--- src/hdl/pcl_map.svh ---
/*
 * Register map, field positions, reset values and source-select codes
 * for the current-limit source-select stage of the PWM generators.
 * Assumes a 16-bit register port whose address counts whole registers.
 */
`ifndef PCL_MAP_SVH
`define PCL_MAP_SVH

// register addresses, one register per index
`define PCL_CTRL_BASE   8'h00
`define PCL_STAT_BASE   8'h10

// control register fields
`define PCL_CTRL_RST    16'h0000
`define PCL_CTRL_WMASK  16'h1FFF
`define PCL_SRC_HI      12
`define PCL_SRC_LO      9
`define PCL_POL_BIT     8
`define PCL_MODE_BIT    7

// status register fields
`define PCL_ST_LEVEL    0
`define PCL_ST_ACTIVE   1
`define PCL_ST_RSVD     2
`define PCL_ST_HIT      3

// source-select codes
`define PCL_SEL_CMP1    4'h0
`define PCL_SEL_CMP2    4'h1
`define PCL_SEL_CMP3    4'h2
`define PCL_SEL_CMP4    4'h3
`define PCL_SEL_SHRD1   4'h8
`define PCL_SEL_SHRD2   4'h9
`define PCL_SEL_SHRD3   4'hA
`define PCL_SEL_SHRD4   4'hB
`define PCL_SEL_IND2    4'hD
`define PCL_SEL_IND4    4'hF

`endif

--- src/hdl/pcl_pkg.sv ---
/*
 * Types shared by the current-limit source-select stage.
 * Assumes the register port and sources are synchronous to one clock.
 */
package pcl_pkg;

    // one register access; wr and rd are never high together
    typedef struct packed {
        logic        wr;
        logic        rd;
        logic [7:0]  addr;
        logic [15:0] wdata;
    } pcl_bus_req_t;

    // every signal a generator may take as its current-limit source
    typedef struct packed {
        logic [3:0] comparator;
        logic [3:0] shared_fault_input;
        logic       independent_fault_input_2;
        logic       independent_fault_input_4;
    } pcl_src_t;

    // current-limit and fault control register, msb first
    typedef struct packed {
        logic [2:0] unused;
        logic [3:0] limit_source_select;
        logic       limit_polarity;
        logic       limit_mode_enable;
        logic [6:0] fault_fields;
    } pcl_ctrl_t;

endpackage

--- src/hdl/pcl_src_mux.sv ---
/*
 * Picks one current-limit source by its 4-bit select code.
 * Combinational; the caller registers the result.
 */
`timescale 1ns/1ps
`include "pcl_map.svh"

module pcl_src_mux (
    input  pcl_pkg::pcl_src_t i_src,       // all candidate sources
    input  logic [3:0]        i_sel,       // source-select code
    output logic              o_level,     // selected raw level
    output logic              o_reserved   // code is reserved
);
    import pcl_pkg::*;

    always_comb begin
        o_level    = 1'b0;
        o_reserved = 1'b0;
        unique case (i_sel)
            `PCL_SEL_CMP1:  o_level = i_src.comparator[0];
            `PCL_SEL_CMP2:  o_level = i_src.comparator[1];
            `PCL_SEL_CMP3:  o_level = i_src.comparator[2];
            `PCL_SEL_CMP4:  o_level = i_src.comparator[3];
            `PCL_SEL_SHRD1: o_level = i_src.shared_fault_input[0];
            `PCL_SEL_SHRD2: o_level = i_src.shared_fault_input[1];
            `PCL_SEL_SHRD3: o_level = i_src.shared_fault_input[2];
            `PCL_SEL_SHRD4: o_level = i_src.shared_fault_input[3];
            `PCL_SEL_IND2:  o_level = i_src.independent_fault_input_2;
            `PCL_SEL_IND4:  o_level = i_src.independent_fault_input_4;
            default:        o_reserved = 1'b1;
        endcase
    end

endmodule // pcl_src_mux

--- src/hdl/pcl_qualify.sv ---
/*
 * Applies polarity, mode enable and reserved-code blocking to one
 * selected source level. Combinational.
 */
`timescale 1ns/1ps

module pcl_qualify (
    input  logic i_level,     // raw selected level
    input  logic i_polarity,  // 1: source active low
    input  logic i_mode,      // current limiting enabled
    input  logic i_reserved,  // select code is reserved
    output logic o_active     // qualified current-limit request
);

    logic asserted;

    // polarity folded in first so the enable gates a clean active-high term
    assign asserted = i_polarity ? ~i_level : i_level;
    assign o_active = i_mode & ~i_reserved & asserted;

endmodule // pcl_qualify

--- src/hdl/pcl_top.sv ---
/*
 * Current-limit source-select stage for NGEN PWM generators: one control
 * register and one status register per generator, a source mux and a
 * qualifier per generator, and a registered current-limit output.
 * Assumes all inputs synchronous to i_clk and a master that never needs
 * a wait state.
 */
// Local design decisions: the strobed register port and the address map.
`timescale 1ns/1ps
`include "pcl_map.svh"

module pcl_top #(
    parameter int NGEN = 4                      // number of generators
) (
    input  logic                 i_clk,         // system clock
    input  logic                 i_rst,         // sync reset, active high
    input  pcl_pkg::pcl_bus_req_t i_bus,        // register request
    input  pcl_pkg::pcl_src_t    i_src,         // candidate sources
    output logic [15:0]          o_rdata,       // read data, one cycle later
    output logic [NGEN-1:0]      o_limit,       // qualified current limit
    output logic [NGEN-1:0]      o_reserved     // reserved code programmed
);
    import pcl_pkg::*;

    ////////////////////////////////////////////////////////////////////////
    // state

    typedef struct packed {
        pcl_ctrl_t [NGEN-1:0] ctrl;
        logic [NGEN-1:0]      level;
        logic [NGEN-1:0]      limit;
        logic [NGEN-1:0]      rsvd;
        logic [NGEN-1:0]      hit;
        logic [15:0]          rdata;
    } pcl_state_t;

    pcl_state_t st_r;
    pcl_state_t st_nxt;

    logic [NGEN-1:0] sel_level;
    logic [NGEN-1:0] sel_rsvd;
    logic [NGEN-1:0] sel_active;

    ////////////////////////////////////////////////////////////////////////
    // address decode, shared by the write and the read paths; status word packing for reads

    function automatic logic addr_is(input logic [7:0] addr,
                                     input logic [7:0] base,
                                     input int         idx);
        logic [7:0] target;
        target = base + 8'(idx);
        return addr == target;
    endfunction

    function automatic logic [15:0] status_word(input logic lvl,
                                                input logic act,
                                                input logic rsv,
                                                input logic hit);
        logic [15:0] w;
        w = 16'h0000;
        w[`PCL_ST_LEVEL]  = lvl;
        w[`PCL_ST_ACTIVE] = act;
        w[`PCL_ST_RSVD]   = rsv;
        w[`PCL_ST_HIT]    = hit;
        return w;
    endfunction

    ////////////////////////////////////////////////////////////////////////
    // per-generator source path

    for (genvar g = 0; g < NGEN; g++) begin : g_gen
        pcl_src_mux u_mux (
            .i_src      (i_src),
            .i_sel      (st_r.ctrl[g].limit_source_select),
            .o_level    (sel_level[g]),
            .o_reserved (sel_rsvd[g])
        );

        pcl_qualify u_qual (
            .i_level    (sel_level[g]),
            .i_polarity (st_r.ctrl[g].limit_polarity),
            .i_mode     (st_r.ctrl[g].limit_mode_enable),
            .i_reserved (sel_rsvd[g]),
            .o_active   (sel_active[g])
        );
    end

    ////////////////////////////////////////////////////////////////////////
    // next state

    always_comb begin
        st_nxt       = st_r;
        st_nxt.rdata = 16'h0000;

        for (int g = 0; g < NGEN; g++) begin
            // source path results are registered so outputs leave a flop
            st_nxt.level[g] = sel_level[g];
            st_nxt.limit[g] = sel_active[g];
            st_nxt.rsvd[g]  = sel_rsvd[g];

            // control write; top three bits never store
            if (i_bus.wr && addr_is(i_bus.addr, `PCL_CTRL_BASE, g)) begin
                st_nxt.ctrl[g] = pcl_ctrl_t'(i_bus.wdata
                                             & `PCL_CTRL_WMASK);
            end

            // sticky hit: write one clears, a new hit in the same cycle wins
            if (i_bus.wr && addr_is(i_bus.addr, `PCL_STAT_BASE, g)
                && i_bus.wdata[`PCL_ST_HIT]) begin
                st_nxt.hit[g] = 1'b0;
            end
            if (sel_active[g]) begin
                st_nxt.hit[g] = 1'b1;
            end

            // reads; unmapped addresses fall through to zero
            if (i_bus.rd && addr_is(i_bus.addr, `PCL_CTRL_BASE, g)) begin
                st_nxt.rdata = 16'(st_r.ctrl[g]) & `PCL_CTRL_WMASK;
            end
            if (i_bus.rd && addr_is(i_bus.addr, `PCL_STAT_BASE, g)) begin
                st_nxt.rdata = status_word(st_r.level[g], st_r.limit[g],
                                           st_r.rsvd[g], st_r.hit[g]);
            end
        end
    end

    ////////////////////////////////////////////////////////////////////////
    // registers

    always_ff @(posedge i_clk) begin
        if (i_rst) begin
            for (int g = 0; g < NGEN; g++) begin
                st_r.ctrl[g] <= pcl_ctrl_t'(`PCL_CTRL_RST);
            end
            st_r.level <= '0;
            st_r.limit <= '0;
            st_r.rsvd  <= '0;
            st_r.hit   <= '0;
            st_r.rdata <= 16'h0000;
        end else begin
            st_r <= st_nxt;
        end
    end

    ////////////////////////////////////////////////////////////////////////
    // outputs

    assign o_rdata    = st_r.rdata;
    assign o_limit    = st_r.limit;
    assign o_reserved = st_r.rsvd;

endmodule // pcl_top

--- config.mk ---
export PLATFORM = sky130hd
export DESIGN_NAME = pcl_top
export DESIGN_NICKNAME = d
export VERILOG_FILES = /design/src/hdl/pcl_pkg.sv /design/src/hdl/pcl_src_mux.sv /design/src/hdl/pcl_qualify.sv /design/src/hdl/pcl_top.sv
export VERILOG_INCLUDE_DIRS = /design/src /design/src/hdl
export SDC_FILE = /design/constraint.sdc
export NUM_CORES = 1
export LEC_CHECK = 0
export BUFFER_PORTS_ARGS = -buffer_cell sky130_fd_sc_hd__buf_4
export CAP_MARGIN = 0
export CORE_ASPECT_RATIO = 1.2
export CORE_UTILIZATION = 25
export DETAILED_ROUTE_END_ITERATION = 6
export GPL_TIMING_DRIVEN = 0
export HOLD_SLACK_MARGIN = 0.15
export SLEW_MARGIN = 10
export SYNTH_ARGS = -nofsm -noshare
export SYNTH_HDL_FRONTEND = slang
export SYNTH_SLANG_ARGS = --single-unit
--- constraint.sdc ---
create_clock -name i_clk -period 1.9 [get_ports i_clk]
set_clock_uncertainty 0.1 [all_clocks]
set_input_delay 0.095 -clock i_clk [delete_from_list [all_inputs] [get_ports i_clk]]
set_output_delay 0.095 -clock i_clk [all_outputs]
set_load 0.01 [all_outputs]
==> run_summary.xml <==
<?xml version="1.0" encoding="UTF-8"?>
<metrics>
  <group name="final_layout">
    <metric name="final_nets" unit="">536</metric>
    <metric name="nFillCells" unit="">1674</metric>
    <metric name="areaGrowthSynthToFinish" unit="%">28.4</metric>
    <metric name="layout-drive-gt1-share" unit="%">27.2</metric>
    <metric name="antennaDiodeCount" unit="">0</metric>
  </group>
  <group name="timing">
    <metric name="finalMaxSlewViolations" unit="">0</metric>
    <metric name="hold_viol" unit="">0</metric>
    <metric name="final.hold.worst_slack" unit="ns">0.183</metric>
    <metric name="max_freq" unit="MHz">552</metric>
    <metric name="final.period_utilization" unit="%">95.4</metric>
    <metric name="rsz0062_at_grt" unit="">false</metric>
    <metric name="worstMarginPinSlew" unit="ns">0.868</metric>
    <metric name="period_minus_slack" unit="ns">1.81</metric>
    <metric name="final-setup-viol-count" unit="">0</metric>
    <metric name="timing.max_slew.rel_slack" unit="%">42.2</metric>
  </group>
  <group name="floorplanning">
    <metric name="design.die.area" unit="sq um">17000</metric>
    <metric name="num_rows" unit="">51</metric>
    <metric name="core_area" unit="sq um">16200</metric>
    <metric name="start_util" unit="%">25.5</metric>
    <metric name="chipHeight" unit="microns">143</metric>
    <metric name="io_pins" unit="">62</metric>
    <metric name="chipWidth" unit="microns">119</metric>
  </group>
  <group name="power_and_ir_drop">
    <metric name="p_comb_share" unit="%">7.0</metric>
    <metric name="vdd_drop_max" unit="mV">0.412</metric>
    <metric name="netSwitchingFraction" unit="%">21.5</metric>
    <metric name="power.total" unit="W">0.00398</metric>
    <metric name="sequential_share_of_power" unit="%">42.9</metric>
    <metric name="share_clk_of_total_power" unit="%">50.1</metric>
    <metric name="cellPowerDensity" unit="nW/um^2">751</metric>
    <metric name="cellLeakagePower" unit="nW">1.94</metric>
    <metric name="p_int" unit="W">0.00312</metric>
    <metric name="p_switching" unit="W">0.000856</metric>
  </group>
  <group name="setup_path">
    <metric name="crit_type" unit="">reg2reg</metric>
    <metric name="critical_path_arrival" unit="ns">1.95</metric>
    <metric name="critPathLaunchType" unit="">register</metric>
    <metric name="critical_path.endpoint_type" unit="">register</metric>
    <metric name="critPathRequiredTime" unit="ns">2.03</metric>
    <metric name="cp_max_fo" unit="">7</metric>
  </group>
  <group name="clock_network">
    <metric name="sinks_on_clock_net" unit="">81</metric>
    <metric name="clock_path_buffers" unit="">2</metric>
    <metric name="cts.root.buffer_cell" unit="">sky130_fd_sc_hd__clkbuf_16</metric>
    <metric name="ctsHtreeMaxLevel" unit="">3</metric>
    <metric name="insertion_delay" unit="ns">0.34</metric>
    <metric name="path_clk_slew" unit="ns">0.06</metric>
    <metric name="cts_buffers" unit="">9</metric>
    <metric name="tritoncts" unit="">done</metric>
    <metric name="cts_post_setup_buffers_inserted" unit="">0</metric>
  </group>
  <group name="placement">
    <metric name="gp_congestion" unit="">0.888</metric>
    <metric name="place.detailed.hpwl" unit="mm">8.56</metric>
    <metric name="numPortBuffers" unit="">53</metric>
  </group>
  <group name="yosys">
    <metric name="synth_area_in_compound_gates" unit="%">12.6</metric>
    <metric name="synth-xor-area-share" unit="%">0</metric>
    <metric name="synth.top_cell.area_share" unit="%">39.3</metric>
    <metric name="syn_area" unit="sq um">4130</metric>
    <metric name="synthDistinctLibCells" unit="">54</metric>
    <metric name="ys.flop_type" unit="">sky130_fd_sc_hd__dfxtp_1</metric>
    <metric name="synth_area_leader_cell" unit="">sky130_fd_sc_hd__dfxtp_1</metric>
    <metric name="avgSynthCellArea" unit="sq um">9.87</metric>
    <metric name="synth.top_cells.by_area" unit="">sky130_fd_sc_hd__dfxtp_1 39%, sky130_fd_sc_hd__mux2i_1 16%, sky130_fd_sc_hd__nor2_1 6.5%</metric>
    <metric name="share_of_synthesized_flip_flops_with_an_asynchronous_set_or_reset" unit="%">0</metric>
    <metric name="post_synth_mux_area_share" unit="%">22.2</metric>
    <metric name="post_synth_and_or_nand_nor_area_fraction" unit="%">16.0</metric>
    <metric name="synth_edf_count" unit="">0</metric>
    <metric name="sequential_share_of_the_synthesized_area" unit="%">39.3</metric>
    <metric name="dominant_combinational_cell_family_by_area_after_synthesis" unit="">multiplexers</metric>
    <metric name="ys_warn_count" unit="">0</metric>
    <metric name="synthesis.instances" unit="">418</metric>
    <metric name="yosys_register_bits" unit="">81</metric>
    <metric name="post_synth_fa_ha_maj_area_fraction" unit="%">0</metric>
  </group>
  <group name="global_route">
    <metric name="grt_pass1_wl" unit="mm">18.3</metric>
    <metric name="grt_start_max_net_pins" unit="">15</metric>
    <metric name="grt_usage" unit="%">14.1</metric>
    <metric name="grt_pass1_vias" unit="">3423</metric>
    <metric name="globalRoute.totalOverflow" unit="">0</metric>
    <metric name="antenna_found_initial" unit="">0</metric>
  </group>
  <group name="routing">
    <metric name="drt.antenna.violating_nets" unit="">0</metric>
    <metric name="drt_iter0_drc" unit="">202</metric>
    <metric name="totalWireLength" unit="mm">11.7</metric>
    <metric name="remaining_drc_errors" unit="">0</metric>
    <metric name="via_count" unit="">3364</metric>
    <metric name="vias_per_cell" unit="">4.70</metric>
    <metric name="routed_wire_length_per_instance" unit="microns">16.3</metric>
    <metric name="first_pass_iters" unit="">5</metric>
  </group>
  <group name="outcome">
    <metric name="result_of_the_run" unit="">completed</metric>
  </group>
  <group name="run">
    <metric name="timing.max_cap.violations" unit="">0</metric>
  </group>
  <group name="hold_path">
    <metric name="hold_class" unit="">in2reg</metric>
  </group>
</metrics>
## per-stage QoR
step           util (%)  setup TNS [ns]  instance area [sq um]  std cells  setup slack [ns]
2_1_floorplan         -               0                   4140        420             0.180
3_3_place_gp       29.6           -4.18                   4800        685            -0.153
3_5_place_dp       29.6           -4.67                   4800        685            -0.185
4_1_cts            32.7               0                   5300        716            0.0696
5_1_grt            32.7               0                   5300        715            0.0178
6_report           32.7               0                   5300        715            0.0881
## cell families after synthesis
logic type / Yosys count
compound gates: 67
simple gates: 126
mux: 83
flops: 81
buf+inv: 60
other cells: 1
## worst paths after layout
| path | start | endpoint | slack, ns | cells past startpoint |
|---|---|---|---|---|
| hold reg to reg | st_r[67] | st_r[67] | 0.39 | 2 |
| setup reg to reg | st_r[57] | o_limit[1] | 0.09 | 4 |
| hold / removal | i_rst | st_r[66] | 0.18 | 3 |
| setup / recovery | st_r[57] | o_limit[1] | 0.09 | 4 |
## synth_stat cells, drive strengths merged, types with 3 or more instances
| library cell | instances |
|---|---|
| dfxtp | 81 |
| a22o | 3 |
| mux4 | 6 |
| a221oi | 3 |
| a21oi | 4 |
| nor3 | 5 |
| nor3b | 4 |
| clkbuf | 15 |
| o2bb2ai | 9 |
| nand2 | 11 |
| buf | 36 |
| o21bai | 3 |
| nor2 | 71 |
| a22oi | 10 |
| o21ai | 8 |
| mux2i | 68 |
| a32oi | 3 |
| and2 | 6 |
| nor4b | 3 |
| o211ai | 4 |
| nor2b | 4 |
| nand2b | 5 |
| or2 | 5 |
| inv | 9 |
| mux2 | 9 |
## state kept, by name (all words and copies together) (netlist names)
name / cells
o_reserved: 4
st_r: 60
o_limit: 4
o_rdata: 13
## what timing repair did
| action | 4_1_cts | 5_1_grt |
|---|---|---|
| hold buffers | 15 | 0 |
| gates resized for setup | 2 | 3 |
| hold endpoints to repair | 55 | 0 |
| endpoints found under the setup margin | 2 | 5 |
## critical path, cell delays in order, from the launching register on
cell	delay, ns
sky130_fd_sc_hd__dfxtp_2	0.42
sky130_fd_sc_hd__mux4_2	0.50
sky130_fd_sc_hd__or2_2	0.30
sky130_fd_sc_hd__o21a_1	0.14
sky130_fd_sc_hd__o21ai_0	0.26
## layer usage
layer / global-route usage [%] / routed length, microns / vias up
li1: - / - / 1628
met3: 2.64 / 606 / 21
met2: 23.7 / 5740 / 99
met1: 16.9 / 5020 / 1616
met5: 0 / 0 / -
met4: 7.96 / 306 / 0
## placed cells by master, fill, tap and decap left out, drive strengths merged, types with 3 or more instances in the layout
master       count
a21oi            4
a221oi           3
a22o             3
a22oi           10
a32oi            3
and2             6
buf             89
bufinv           3
clkbuf          24
clkinv           3
conb             3
dfxtp           81
dlygate4sd3     15
inv              9
mux2             9
mux2i           68
mux4             6
nand2           11
nand2b           5
nor2            71
nor2b            4
nor3             5
nor3b            4
nor4b            3
o211ai           4
o21ai            8
o21bai           3
o2bb2ai          9
or2              5
## area by class of cell
type,instances,area (sq um),share of cell area (%)
multi-input cells,279,2110,39.8
flip-flops and latches,81,1630,30.7
repair buffers,68,548,10.3
plain buffers,50,369,6.96
well taps,212,265,5.00
clock buffers,10,229,4.32
clock inverters,6,116,2.20
inverters,9,33.8,0.637
## power groups by stage
stage / registers, W / clock network, W / logic, W
finish: 0.00171 / 0.00199 / 0.000279
global route: 0.00171 / 0.00208 / 0.000300
CTS: 0.00171 / 0.00202 / 0.000279
detailed placement: 0.00175 / 0 / 0.000253
global placement: 0.00175 / 0 / 0.000250
floorplan: 0.00174 / 0 / 0.000127
(Power assumes the default switching activity.)
